--- src/dsphp_pkg.sv ---
// Purpose: Shared constants and types for the dual style parallel host port
// Assumes: Byte wide host bus, 20 MHz core clock
// Notes: Status bit positions follow the handshake status byte layout
package dsphp_pkg;
  localparam logic [1:0] ADDR_MSG = 2'h0;
  localparam logic [1:0] ADDR_STAT = 2'h1;
  localparam logic [1:0] ADDR_LIN = 2'h2;
  localparam logic [1:0] ADDR_COD = 2'h3;
  localparam int BIT_OUT_VALID = 1;
  localparam int BIT_IN_PEND = 2;
  localparam int BIT_FULL_COD = 3;
  localparam int BIT_FULL_LIN = 4;
  localparam int BIT_RST_LIN = 5;
  localparam int BIT_RST_COD = 6;
  localparam logic [7:0] MSG_RESET = 8'h00;
  localparam logic [7:0] CTRL_RESET = 8'h00;
  localparam int FIFO_W = 8;
  localparam int FIFO_D = 32;
  localparam logic [5:0] ALMOST_FULL = 6'h1c;

  typedef struct packed {
    logic [1:0] sel;
    logic [7:0] data;
  } dsphp_req_t;

  typedef struct packed {
    logic [1:0] cs_s;
    logic [1:0] st_a_s;
    logic [1:0] st_b_s;
    logic [1:0] dir_s;
    logic [1:0] a_s0;
    logic [1:0] a_s1;
    logic [7:0] d_s0;
    logic [7:0] d_s1;
    logic active;
    logic rd_cyc;
    dsphp_req_t req;
    logic [7:0] msg_in;
    logic [7:0] msg_out;
    logic in_pend;
    logic out_valid;
    logic rst_lin;
    logic rst_cod;
    logic [7:0] dout;
    logic doe;
    logic irq_n;
    logic lin_push;
    logic cod_push;
    logic [7:0] push_data;
  } dsphp_state_t;
endpackage

--- src/dsphp_fifo.sv ---
// Purpose: Parameterised flip-flop FIFO for audio input bytes
// Assumes: Single clock, synchronous clear
// Notes: Count output feeds the almost-full flag
`timescale 1ns/1ps
module dsphp_fifo #(
  parameter int W = 8,
  parameter int D = 32
) (
  input wire logic clk,
  input wire logic rst,
  input wire logic [W-1:0] in_data,
  input wire logic in_valid,
  output logic in_ready,
  output logic [W-1:0] out_data,
  output logic out_valid,
  input wire logic out_ready,
  output logic [$clog2(D):0] level
);
  localparam int AW = $clog2(D);
  typedef struct packed {
    logic [AW-1:0] wp;
    logic [AW-1:0] rp;
    logic [AW:0] cnt;
  } dsphp_fst_t;
  dsphp_fst_t st_r, st_nxt;
  logic [W-1:0] mem_r [D];
  logic push, pop;

  assign in_ready = (st_r.cnt != D[AW:0]);
  assign out_valid = (st_r.cnt != '0);
  assign out_data = mem_r[st_r.rp];
  assign level = st_r.cnt;
  assign push = in_valid && in_ready;
  assign pop = out_valid && out_ready;

  always_comb begin
    st_nxt = st_r;
    if (push) st_nxt.wp = st_r.wp + 1'b1;
    if (pop) st_nxt.rp = st_r.rp + 1'b1;
    st_nxt.cnt = st_r.cnt + {{AW{1'b0}}, push} - {{AW{1'b0}}, pop};
  end

  always_ff @(posedge clk) begin
    if (rst) st_r <= '0;
    else st_r <= st_nxt;
    if (push) mem_r[st_r.wp] <= in_data;
  end
endmodule

--- src/dsphp_port.sv ---
// Purpose: Dual style byte wide parallel host port of an audio DSP
// Assumes: Host pins asynchronous to SYS_CLK, cycles last several clocks
// Notes: Write data is sampled through synchronisers at cycle end, the address at cycle start
//
// Functional notes
// - Address pins pick message, status, linear audio or coded audio register.
// - Only message and status bytes read back; audio addresses return nothing.
// - Write ends when strobes rise; device takes the byte then.
// - Separate-strobe read: chip select and fetch strobe low, device drives data.
// - Read ends when strobes rise; device releases the data pins.
// - Single-strobe read starts with chip select and strobe A low, strobe B high; device presents register value.
// - Pending output low while an outgoing message waits and notification enabled.
// - Status outbound-valid bit mirrors the outgoing-message flag; unlike the pending output, notification enable does not gate it.
// - Host message write sets inbound-pending; DSP consume clears it.
// - DSP message write sets outbound-valid; host message read clears it.
// - Audio address writes push into the matching input FIFO.
`timescale 1ns/1ps
module dsphp_port (
  input wire logic SYS_CLK,
  input wire logic SYS_RST,
  input wire logic SINGLE_STROBE_MODE,
  input wire logic CHIP_SEL_N,
  input wire logic STROBE_A_N,
  input wire logic STROBE_B_N,
  input wire logic REG_SEL_HI,
  input wire logic REG_SEL_LO,
  input wire logic [7:0] DATA_IN,
  output logic [7:0] DATA_OUT,
  output logic DATA_OE,
  output logic MESSAGE_PENDING_N,
  input wire logic NOTIFY_EN,
  input wire logic DSP_MSG_WR,
  input wire logic [7:0] DSP_MSG_WDATA,
  input wire logic DSP_MSG_RD,
  output logic [7:0] DSP_MSG_RDATA,
  output logic DSP_IN_PEND,
  output logic DSP_OUT_VALID,
  output logic [7:0] LIN_DATA,
  output logic LIN_VALID,
  input wire logic LIN_READY,
  output logic [7:0] COD_DATA,
  output logic COD_VALID,
  input wire logic COD_READY,
  output logic LIN_PORT_RST,
  output logic COD_PORT_RST
);
  dsphp_pkg::dsphp_state_t st_r, st_nxt;
  logic cyc_on, rd_now, lin_rdy, cod_rdy;
  logic [5:0] lin_lvl, cod_lvl;
  logic [7:0] stat_byte;

  function automatic logic [7:0] read_mux(input logic [1:0] sel, input logic [7:0] msg,
                                          input logic [7:0] stat);
    case (sel)
      dsphp_pkg::ADDR_MSG: read_mux = msg;
      dsphp_pkg::ADDR_STAT: read_mux = stat;
      default: read_mux = 8'h00;
    endcase
  endfunction

  // Style selects which strobe means what; second stage only is read
  always_comb begin
    if (SINGLE_STROBE_MODE) begin
      cyc_on = !st_r.cs_s[1] && !st_r.st_a_s[1];
      rd_now = st_r.dir_s[1];
    end else begin
      cyc_on = !st_r.cs_s[1] && (!st_r.st_a_s[1] || !st_r.st_b_s[1]);
      rd_now = !st_r.st_b_s[1];
    end
  end

  always_comb begin
    stat_byte = 8'h00;
    stat_byte[dsphp_pkg::BIT_OUT_VALID] = st_r.out_valid;
    stat_byte[dsphp_pkg::BIT_IN_PEND] = st_r.in_pend;
    stat_byte[dsphp_pkg::BIT_FULL_COD] = (cod_lvl >= dsphp_pkg::ALMOST_FULL);
    stat_byte[dsphp_pkg::BIT_FULL_LIN] = (lin_lvl >= dsphp_pkg::ALMOST_FULL);
  end

  always_comb begin
    st_nxt = st_r;
    st_nxt.cs_s = {st_r.cs_s[0], CHIP_SEL_N};
    st_nxt.st_a_s = {st_r.st_a_s[0], STROBE_A_N};
    st_nxt.st_b_s = {st_r.st_b_s[0], STROBE_B_N};
    st_nxt.dir_s = {st_r.dir_s[0], STROBE_B_N};
    st_nxt.a_s0 = {REG_SEL_HI, REG_SEL_LO};
    st_nxt.a_s1 = st_r.a_s0;
    st_nxt.d_s0 = DATA_IN;
    st_nxt.d_s1 = st_r.d_s0;
    st_nxt.lin_push = 1'b0;
    st_nxt.cod_push = 1'b0;
    st_nxt.active = cyc_on;
    if (cyc_on && !st_r.active) begin
      st_nxt.rd_cyc = rd_now;
      st_nxt.req.sel = st_r.a_s1;
    end
    // Data kept fresh while active so the last sample before release wins
    if (cyc_on) st_nxt.req.data = st_r.d_s1;
    if (cyc_on && st_nxt.rd_cyc) begin
      st_nxt.doe = (st_nxt.req.sel == dsphp_pkg::ADDR_MSG) ||
                   (st_nxt.req.sel == dsphp_pkg::ADDR_STAT);
      st_nxt.dout = read_mux(st_nxt.req.sel, st_r.msg_out, stat_byte);
    end else begin
      st_nxt.doe = 1'b0;
      st_nxt.dout = 8'h00;
    end
    // DSP side first so that a host set in the same cycle wins
    if (DSP_MSG_RD) st_nxt.in_pend = 1'b0;
    if (DSP_MSG_WR) begin
      st_nxt.msg_out = DSP_MSG_WDATA;
      st_nxt.out_valid = 1'b1;
    end
    if (!cyc_on && st_r.active) begin
      if (!st_r.rd_cyc) begin
        case (st_r.req.sel)
          dsphp_pkg::ADDR_MSG: begin
            st_nxt.msg_in = st_r.req.data;
            st_nxt.in_pend = 1'b1;
          end
          dsphp_pkg::ADDR_STAT: begin
            st_nxt.rst_lin = st_r.req.data[dsphp_pkg::BIT_RST_LIN];
            st_nxt.rst_cod = st_r.req.data[dsphp_pkg::BIT_RST_COD];
          end
          dsphp_pkg::ADDR_LIN: st_nxt.lin_push = lin_rdy;
          dsphp_pkg::ADDR_COD: st_nxt.cod_push = cod_rdy;
          default: ;
        endcase
        st_nxt.push_data = st_r.req.data;
      end else if (st_r.req.sel == dsphp_pkg::ADDR_MSG && !DSP_MSG_WR) begin
        st_nxt.out_valid = 1'b0;
      end
    end
    st_nxt.irq_n = !(NOTIFY_EN && st_nxt.out_valid);
  end

  always_ff @(posedge SYS_CLK) begin
    if (SYS_RST) begin
      st_r <= '0;
      st_r.cs_s <= 2'h3;
      st_r.st_a_s <= 2'h3;
      st_r.st_b_s <= 2'h3;
      st_r.irq_n <= 1'b1;
      st_r.msg_in <= dsphp_pkg::MSG_RESET;
      st_r.msg_out <= dsphp_pkg::MSG_RESET;
    end else begin
      st_r <= st_nxt;
    end
  end

  // Full FIFO drops the byte; the almost-full flag warns host beforehand
  dsphp_fifo #(.W(dsphp_pkg::FIFO_W), .D(dsphp_pkg::FIFO_D)) u_lin (
    .clk(SYS_CLK), .rst(SYS_RST || st_r.rst_lin),
    .in_data(st_r.push_data), .in_valid(st_r.lin_push), .in_ready(lin_rdy),
    .out_data(LIN_DATA), .out_valid(LIN_VALID), .out_ready(LIN_READY), .level(lin_lvl));
  dsphp_fifo #(.W(dsphp_pkg::FIFO_W), .D(dsphp_pkg::FIFO_D)) u_cod (
    .clk(SYS_CLK), .rst(SYS_RST || st_r.rst_cod),
    .in_data(st_r.push_data), .in_valid(st_r.cod_push), .in_ready(cod_rdy),
    .out_data(COD_DATA), .out_valid(COD_VALID), .out_ready(COD_READY), .level(cod_lvl));

  assign DATA_OUT = st_r.dout;
  assign DATA_OE = st_r.doe;
  assign MESSAGE_PENDING_N = st_r.irq_n;
  assign DSP_MSG_RDATA = st_r.msg_in;
  assign DSP_IN_PEND = st_r.in_pend;
  assign DSP_OUT_VALID = st_r.out_valid;
  assign LIN_PORT_RST = st_r.rst_lin;
  assign COD_PORT_RST = st_r.rst_cod;

  a_irq_mirror: assert property (@(posedge SYS_CLK) disable iff (SYS_RST)
    MESSAGE_PENDING_N == !(DSP_OUT_VALID && $past(NOTIFY_EN)))
    else $error("pending output disagrees with outbound flag");
  // Read data is one clock behind the flag, so compare with its past value
  a_stat_mirror: assert property (@(posedge SYS_CLK) disable iff (SYS_RST)
    (DATA_OE && st_r.req.sel == dsphp_pkg::ADDR_STAT) |->
    DATA_OUT[dsphp_pkg::BIT_OUT_VALID] == $past(DSP_OUT_VALID))
    else $error("status bit does not mirror outbound flag");
  a_dsp_sets: assert property (@(posedge SYS_CLK) disable iff (SYS_RST)
    DSP_MSG_WR |=> DSP_OUT_VALID)
    else $error("dsp message write did not set outbound flag");
  a_host_sets: assert property (@(posedge SYS_CLK) disable iff (SYS_RST)
    (!cyc_on && st_r.active && !st_r.rd_cyc && st_r.req.sel == dsphp_pkg::ADDR_MSG)
    |=> DSP_IN_PEND)
    else $error("host message write did not set inbound flag");
  a_no_audio_read: assert property (@(posedge SYS_CLK) disable iff (SYS_RST)
    DATA_OE |-> st_r.req.sel[1] == 1'b0)
    else $error("audio address driven on read");
  a_release_data: assert property (@(posedge SYS_CLK) disable iff (SYS_RST)
    !cyc_on |=> !DATA_OE)
    else $error("data pins held after read end");
  a_read_drive: assert property (@(posedge SYS_CLK) disable iff (SYS_RST)
    (cyc_on && !st_r.active && rd_now && !st_r.a_s1[1]) |=> DATA_OE)
    else $error("read did not drive data");
  a_one_push: assert property (@(posedge SYS_CLK) disable iff (SYS_RST)
    st_r.lin_push |=> !st_r.lin_push)
    else $error("audio byte pushed twice");
  a_push_cause: assert property (@(posedge SYS_CLK) disable iff (SYS_RST)
    st_r.cod_push |-> $past(st_r.req.sel) == dsphp_pkg::ADDR_COD)
    else $error("coded push without coded write");
endmodule

--- config.mk ---
export PLATFORM = sky130hd
export DESIGN_NAME = dsphp_port
export DESIGN_NICKNAME = d
export VERILOG_FILES = /design/src/dsphp_pkg.sv /design/src/dsphp_fifo.sv /design/src/dsphp_port.sv
export SDC_FILE = /design/constraint.sdc
export NUM_CORES = 1
export LEC_CHECK = 0
export ABC_AREA = 1
export BUFFER_PORTS_ARGS = -buffer_cell sky130_fd_sc_hd__clkbuf_2
export CAP_MARGIN = 20
export CORE_MARGIN = 2
export CORE_UTILIZATION = 62
export DETAILED_ROUTE_END_ITERATION = 8
export GPL_TIMING_DRIVEN = 0
export PLACE_DENSITY = 0.88
export SLEW_MARGIN = 20
export SYNTH_ARGS = -nofsm -noshare
export SYNTH_HDL_FRONTEND = slang
export SYNTH_SLANG_ARGS = --single-unit
--- constraint.sdc ---
create_clock -name SYS_CLK -period 2.75 [get_ports SYS_CLK]
set_input_delay 0.4125 -clock SYS_CLK [delete_from_list [all_inputs] [get_ports SYS_CLK]]
set_output_delay 0.4125 -clock SYS_CLK [all_outputs]
set_load 0.02 [all_outputs]
==> impl_metrics.yaml <==
sta:
  skew_ns: 0.0238
  fmax_ghz: 0.361
  timing.final.ws_setup_ns: -0.0192
  slew_headroom: 0.291
  setup_viol: 1
  fin_crit_sh: 1.01
  maxSlewViolCount: 0
  final_hold_viol_count: 0
  layout_min_cycle_time_ns: 2.77
  tns_ns: -0.0192
  whs_ns: 0.0169
  worstMarginPinSlew_ns: 1.06
  rsz0062_at_grt: "true"
synth:
  avgSynthCellArea_sq_um: 10.8
  synth_cell_types: 34
  ys_ff_latch: 634
  synth_edf_count: 512
  ys_warn_count: 0
  synthArstFlopShare: 0
  syn_area_sq_um: 26100
  synthCells: 2424
  ys.flop_type: "edfxtp_1"
  syn_nets: 2486
  seq_area_frac_synth: 0.682
clock_tree:
  htreeDepth: 2
  clkTransAtPathRegs_ns: 0.06
  numCtsBuffers: 57
  clock_sinks: 634
  clk_path_buf_depth: 3
  cts_tree: "done"
  clk_latency_ns: 0.61
  clock-root-buffer: "clkbuf_16"
final_layout:
  fill_cells: 2474
  utilization: 0.708
  area_growth_pct: 13.2
  n_antenna_cell: 0
  nets: 2631
  drive_above_1_share: 0.137
pwr:
  intPower_mw: 16.8
  leakagePower_nw: 11.9
  p_per_area_nw_per_um2: 798
  pwr-share-clk: 0.347
  power.switching_mw: 6.77
  swShare: 0.287
  pwr-share-comb: 0.208
  seq_power_share: 0.445
  irDropWorstVdd_uv: 712
route:
  viasPerCell: 6.08
  num_vias: 19200
  drc: 0
  wl_um: 66200
  ant_nets: 0
  drtIter0Drc: 2495
  first_pass_iters: 6
  wire_per_inst_um: 21.0
global_routing:
  track_usage: 0.302
  grt_pass1_wl_um: 102000
  grt_max_degree: 66
  gr-usage-met1: 0.388
  overflow: 0
  grt_pass1_vias: 19300
  grtUsageMet3: 0.0509
  antenna_found_initial: 0
  grt.met2_usage: 0.508
  grt_busiest_layer: "met2"
place:
  dp_hpwl_um: 41300
  pre_cts_ws_ns: -0.0263
  portBuffers: 67
  routabilityCongestion: 0.955
critical_path:
  r2r_slack_ns: 0.06
  start_kind: "flip-flop"
  critPathTopFamily: "simple AND/OR/NAND/NOR gates"
  slowest_delay_ns: 0.35
  cp-end-kind: "output port"
  cpMaxStageDelayCell: "dfxtp_2"
  crit_top_cell: "nand2_1"
  worstPathCellList: "inv_2 -> buf_12 -> buf_6 -> nand2_1 -> nand3_1 -> nand3_1 -> nand2_1 -> nand2_1 -> nand2_1 -> nand2_1 -> nand2_1 -> buf_2"
  arrival_ns: 2.36
  critPathMaxFanout: 10
  critPathBufInv: 4
  criticalPathCategory: "reg2out"
  worstReg2RegEnd: "u_lin.mem_r[0][5]$_DFFE_PP_"
  ff2ff_path_depth: 7
  reg2reg_from: "u_lin.level[2]$_SDFF_PP0_"
  worstPathRequired_ns: 2.34
outcome:
  status: "finished with violations"
  violations: "setup timing"
worst_hold_path:
  worstHoldPathCells: 3
  hold-path-endpoint: "st_nxt[54]$_SDFF_PP0_"
  hold_class: "in2reg"
  min_from: "DATA_IN[2]"
die:
  initial_core_util: 0.625
  core_sq_um: 41800
  die_area_sq_um: 43800
  io_pins: 69
  rows: 75
  die_w_um: 209
  fp.dieH_um: 209
flow_run:
  max-cap-violations: 0
-- cell usage in the layout (no fill, tap or decap), types with 12 or more instances in the layout --
master | netlist | routed
buf_4 | 30 | 34
clkbuf_16 | 0 | 58
o21ai_0 | 46 | 43
buf_6 | 43 | 48
edfxtp_1 | 512 | 512
nor2_1 | 163 | 139
dfxtp_1 | 122 | 111
nor2_2 | 1 | 25
ha_1 | 31 | 30
buf_2 | 28 | 23
a21oi_1 | 45 | 45
dlygate4sd3_1 | 0 | 12
clkbuf_2 | 0 | 74
inv_1 | 100 | 102
nand3_1 | 418 | 414
clkbuf_1 | 29 | 21
nand2_1 | 795 | 790
-- through the flow --
step,cell area (sq um),total power [mW],std cells
after global routing,29600,24.4,3155
final,29600,23.6,3155
after global placement,27100,15.0,3030
after CTS,29300,23.3,3151
after detailed placement,27200,15.2,3033
after floorplan,26100,13.8,2424
-- how the worst max path moves through the flow --
stage	start	endpoint	slack, ns	cells after the start
6_report	flip-flop	COD_DATA[4]	-0.02	12
5_1_grt	u_lin.level[2]$_SDFF_PP0_	u_lin.level[4]$_SDFF_PP0_	-0.08	15
4_1_cts	flip-flop	LIN_DATA[5]	0.0004	11
3_5_place_dp	u_lin.level[2]$_SDFF_PP0_	u_lin.level[4]$_SDFF_PP0_	-0.03	15
3_3_place_gp	st_r[3]$_SDFFE_PP0P_	u_lin.mem_r[10][3]$_DFFE_PP_	-0.04	0
2_1_floorplan	u_lin.level[2]$_SDFF_PP0_	u_lin.level[4]$_SDFF_PP0_	0.12	15
-- power by group through the flow --
stage	Sequential, mW	Combinational (mW)	Clock, mW
after floorplan	10.7	3.18	0
after global placement	10.7	4.33	0
after detailed placement	10.7	4.51	0
after CTS	10.5	4.61	8.17
after global routing	10.5	5.35	8.53
final	10.5	4.91	8.19
-- layout make-up --
class	instances	area [sq um]	area share
inverters	109	412	0.0139
repair buffers	89	608	0.0206
plain buffers	131	1080	0.0366
multi-input cells	1547	7010	0.237
clock inverters	29	334	0.0113
well taps	539	674	0.0228
flip-flops and latches	634	17900	0.604
clock buffers	77	1600	0.0540
-- cells by family after synthesis --
family                     count (synthesis)  synth area share
adders and majority gates                 33            0.0164
and+or+nand+nor                         1416             0.229
buffers and inverters                    243            0.0530
DFF                                      634             0.682
AOI/OAI and AO/OA                         98            0.0195
-- registers in the layout (all words and copies together) (netlist names), 8 cells and up, named ones only --
signal	cells
DATA_OUT	8
DSP_MSG_RDATA	8
st_nxt	14
st_r	44
u_cod.mem_r	256
u_cod.st_r	10
u_lin.mem_r	256
u_lin.st_r	10
-- layer usage --
metal	vias up	wire length, um	part of all wire
li1	8525	-	-
met1	8985	23700	0.36
met2	1417	32200	0.49
met3	266	7240	0.11
met4	0	3050	0.046
met5	-	0	0
-- synthesized netlist by cell type, types with 2 or more instances --
library cell	n	area, sq um
nand4_1	11	68.8
buf_4	30	225
buf_6	43	484
a31oi_1	2	12.5
nor3_1	6	30.0
buf_2	28	140
dfxtp_1	122	2440
nand2_1	795	2980
a21oi_1	45	225
nand3_1	418	2090
edfxtp_1	512	15400
nand3b_1	2	15.0
clkbuf_1	29	109
nor2_1	163	612
inv_2	9	33.8
nand3_2	2	20.0
buf_1	4	15.0
nor3b_1	4	30.0
or2_2	5	31.3
o21ai_0	46	230
nor3_2	2	20.0
inv_1	100	375
fa_1	2	40.0
ha_1	31	388
nand2_2	4	25.0
-- worst register-to-register path: stages, from the launching register on --
cell and delay, ns:
dfxtp_1 0.36, inv_1 0.08, ha_1 0.22, nand4_1 0.15, nand2_1 0.14, inv_2 0.18
nand2_1 0.32, nor2_1 0.84
-- what timing repair did --
action / CTS / global route
cloned: 0 / 0
setup endpoints to repair: 17 / 195
gates resized for setup: 22 / 83
hold endpoints to repair: 12 / 0
pin swaps: 0 / 4
buffers inserted: 0 / 7
hold buffers: 12 / 0
Power figures use the tool's default switching activity.
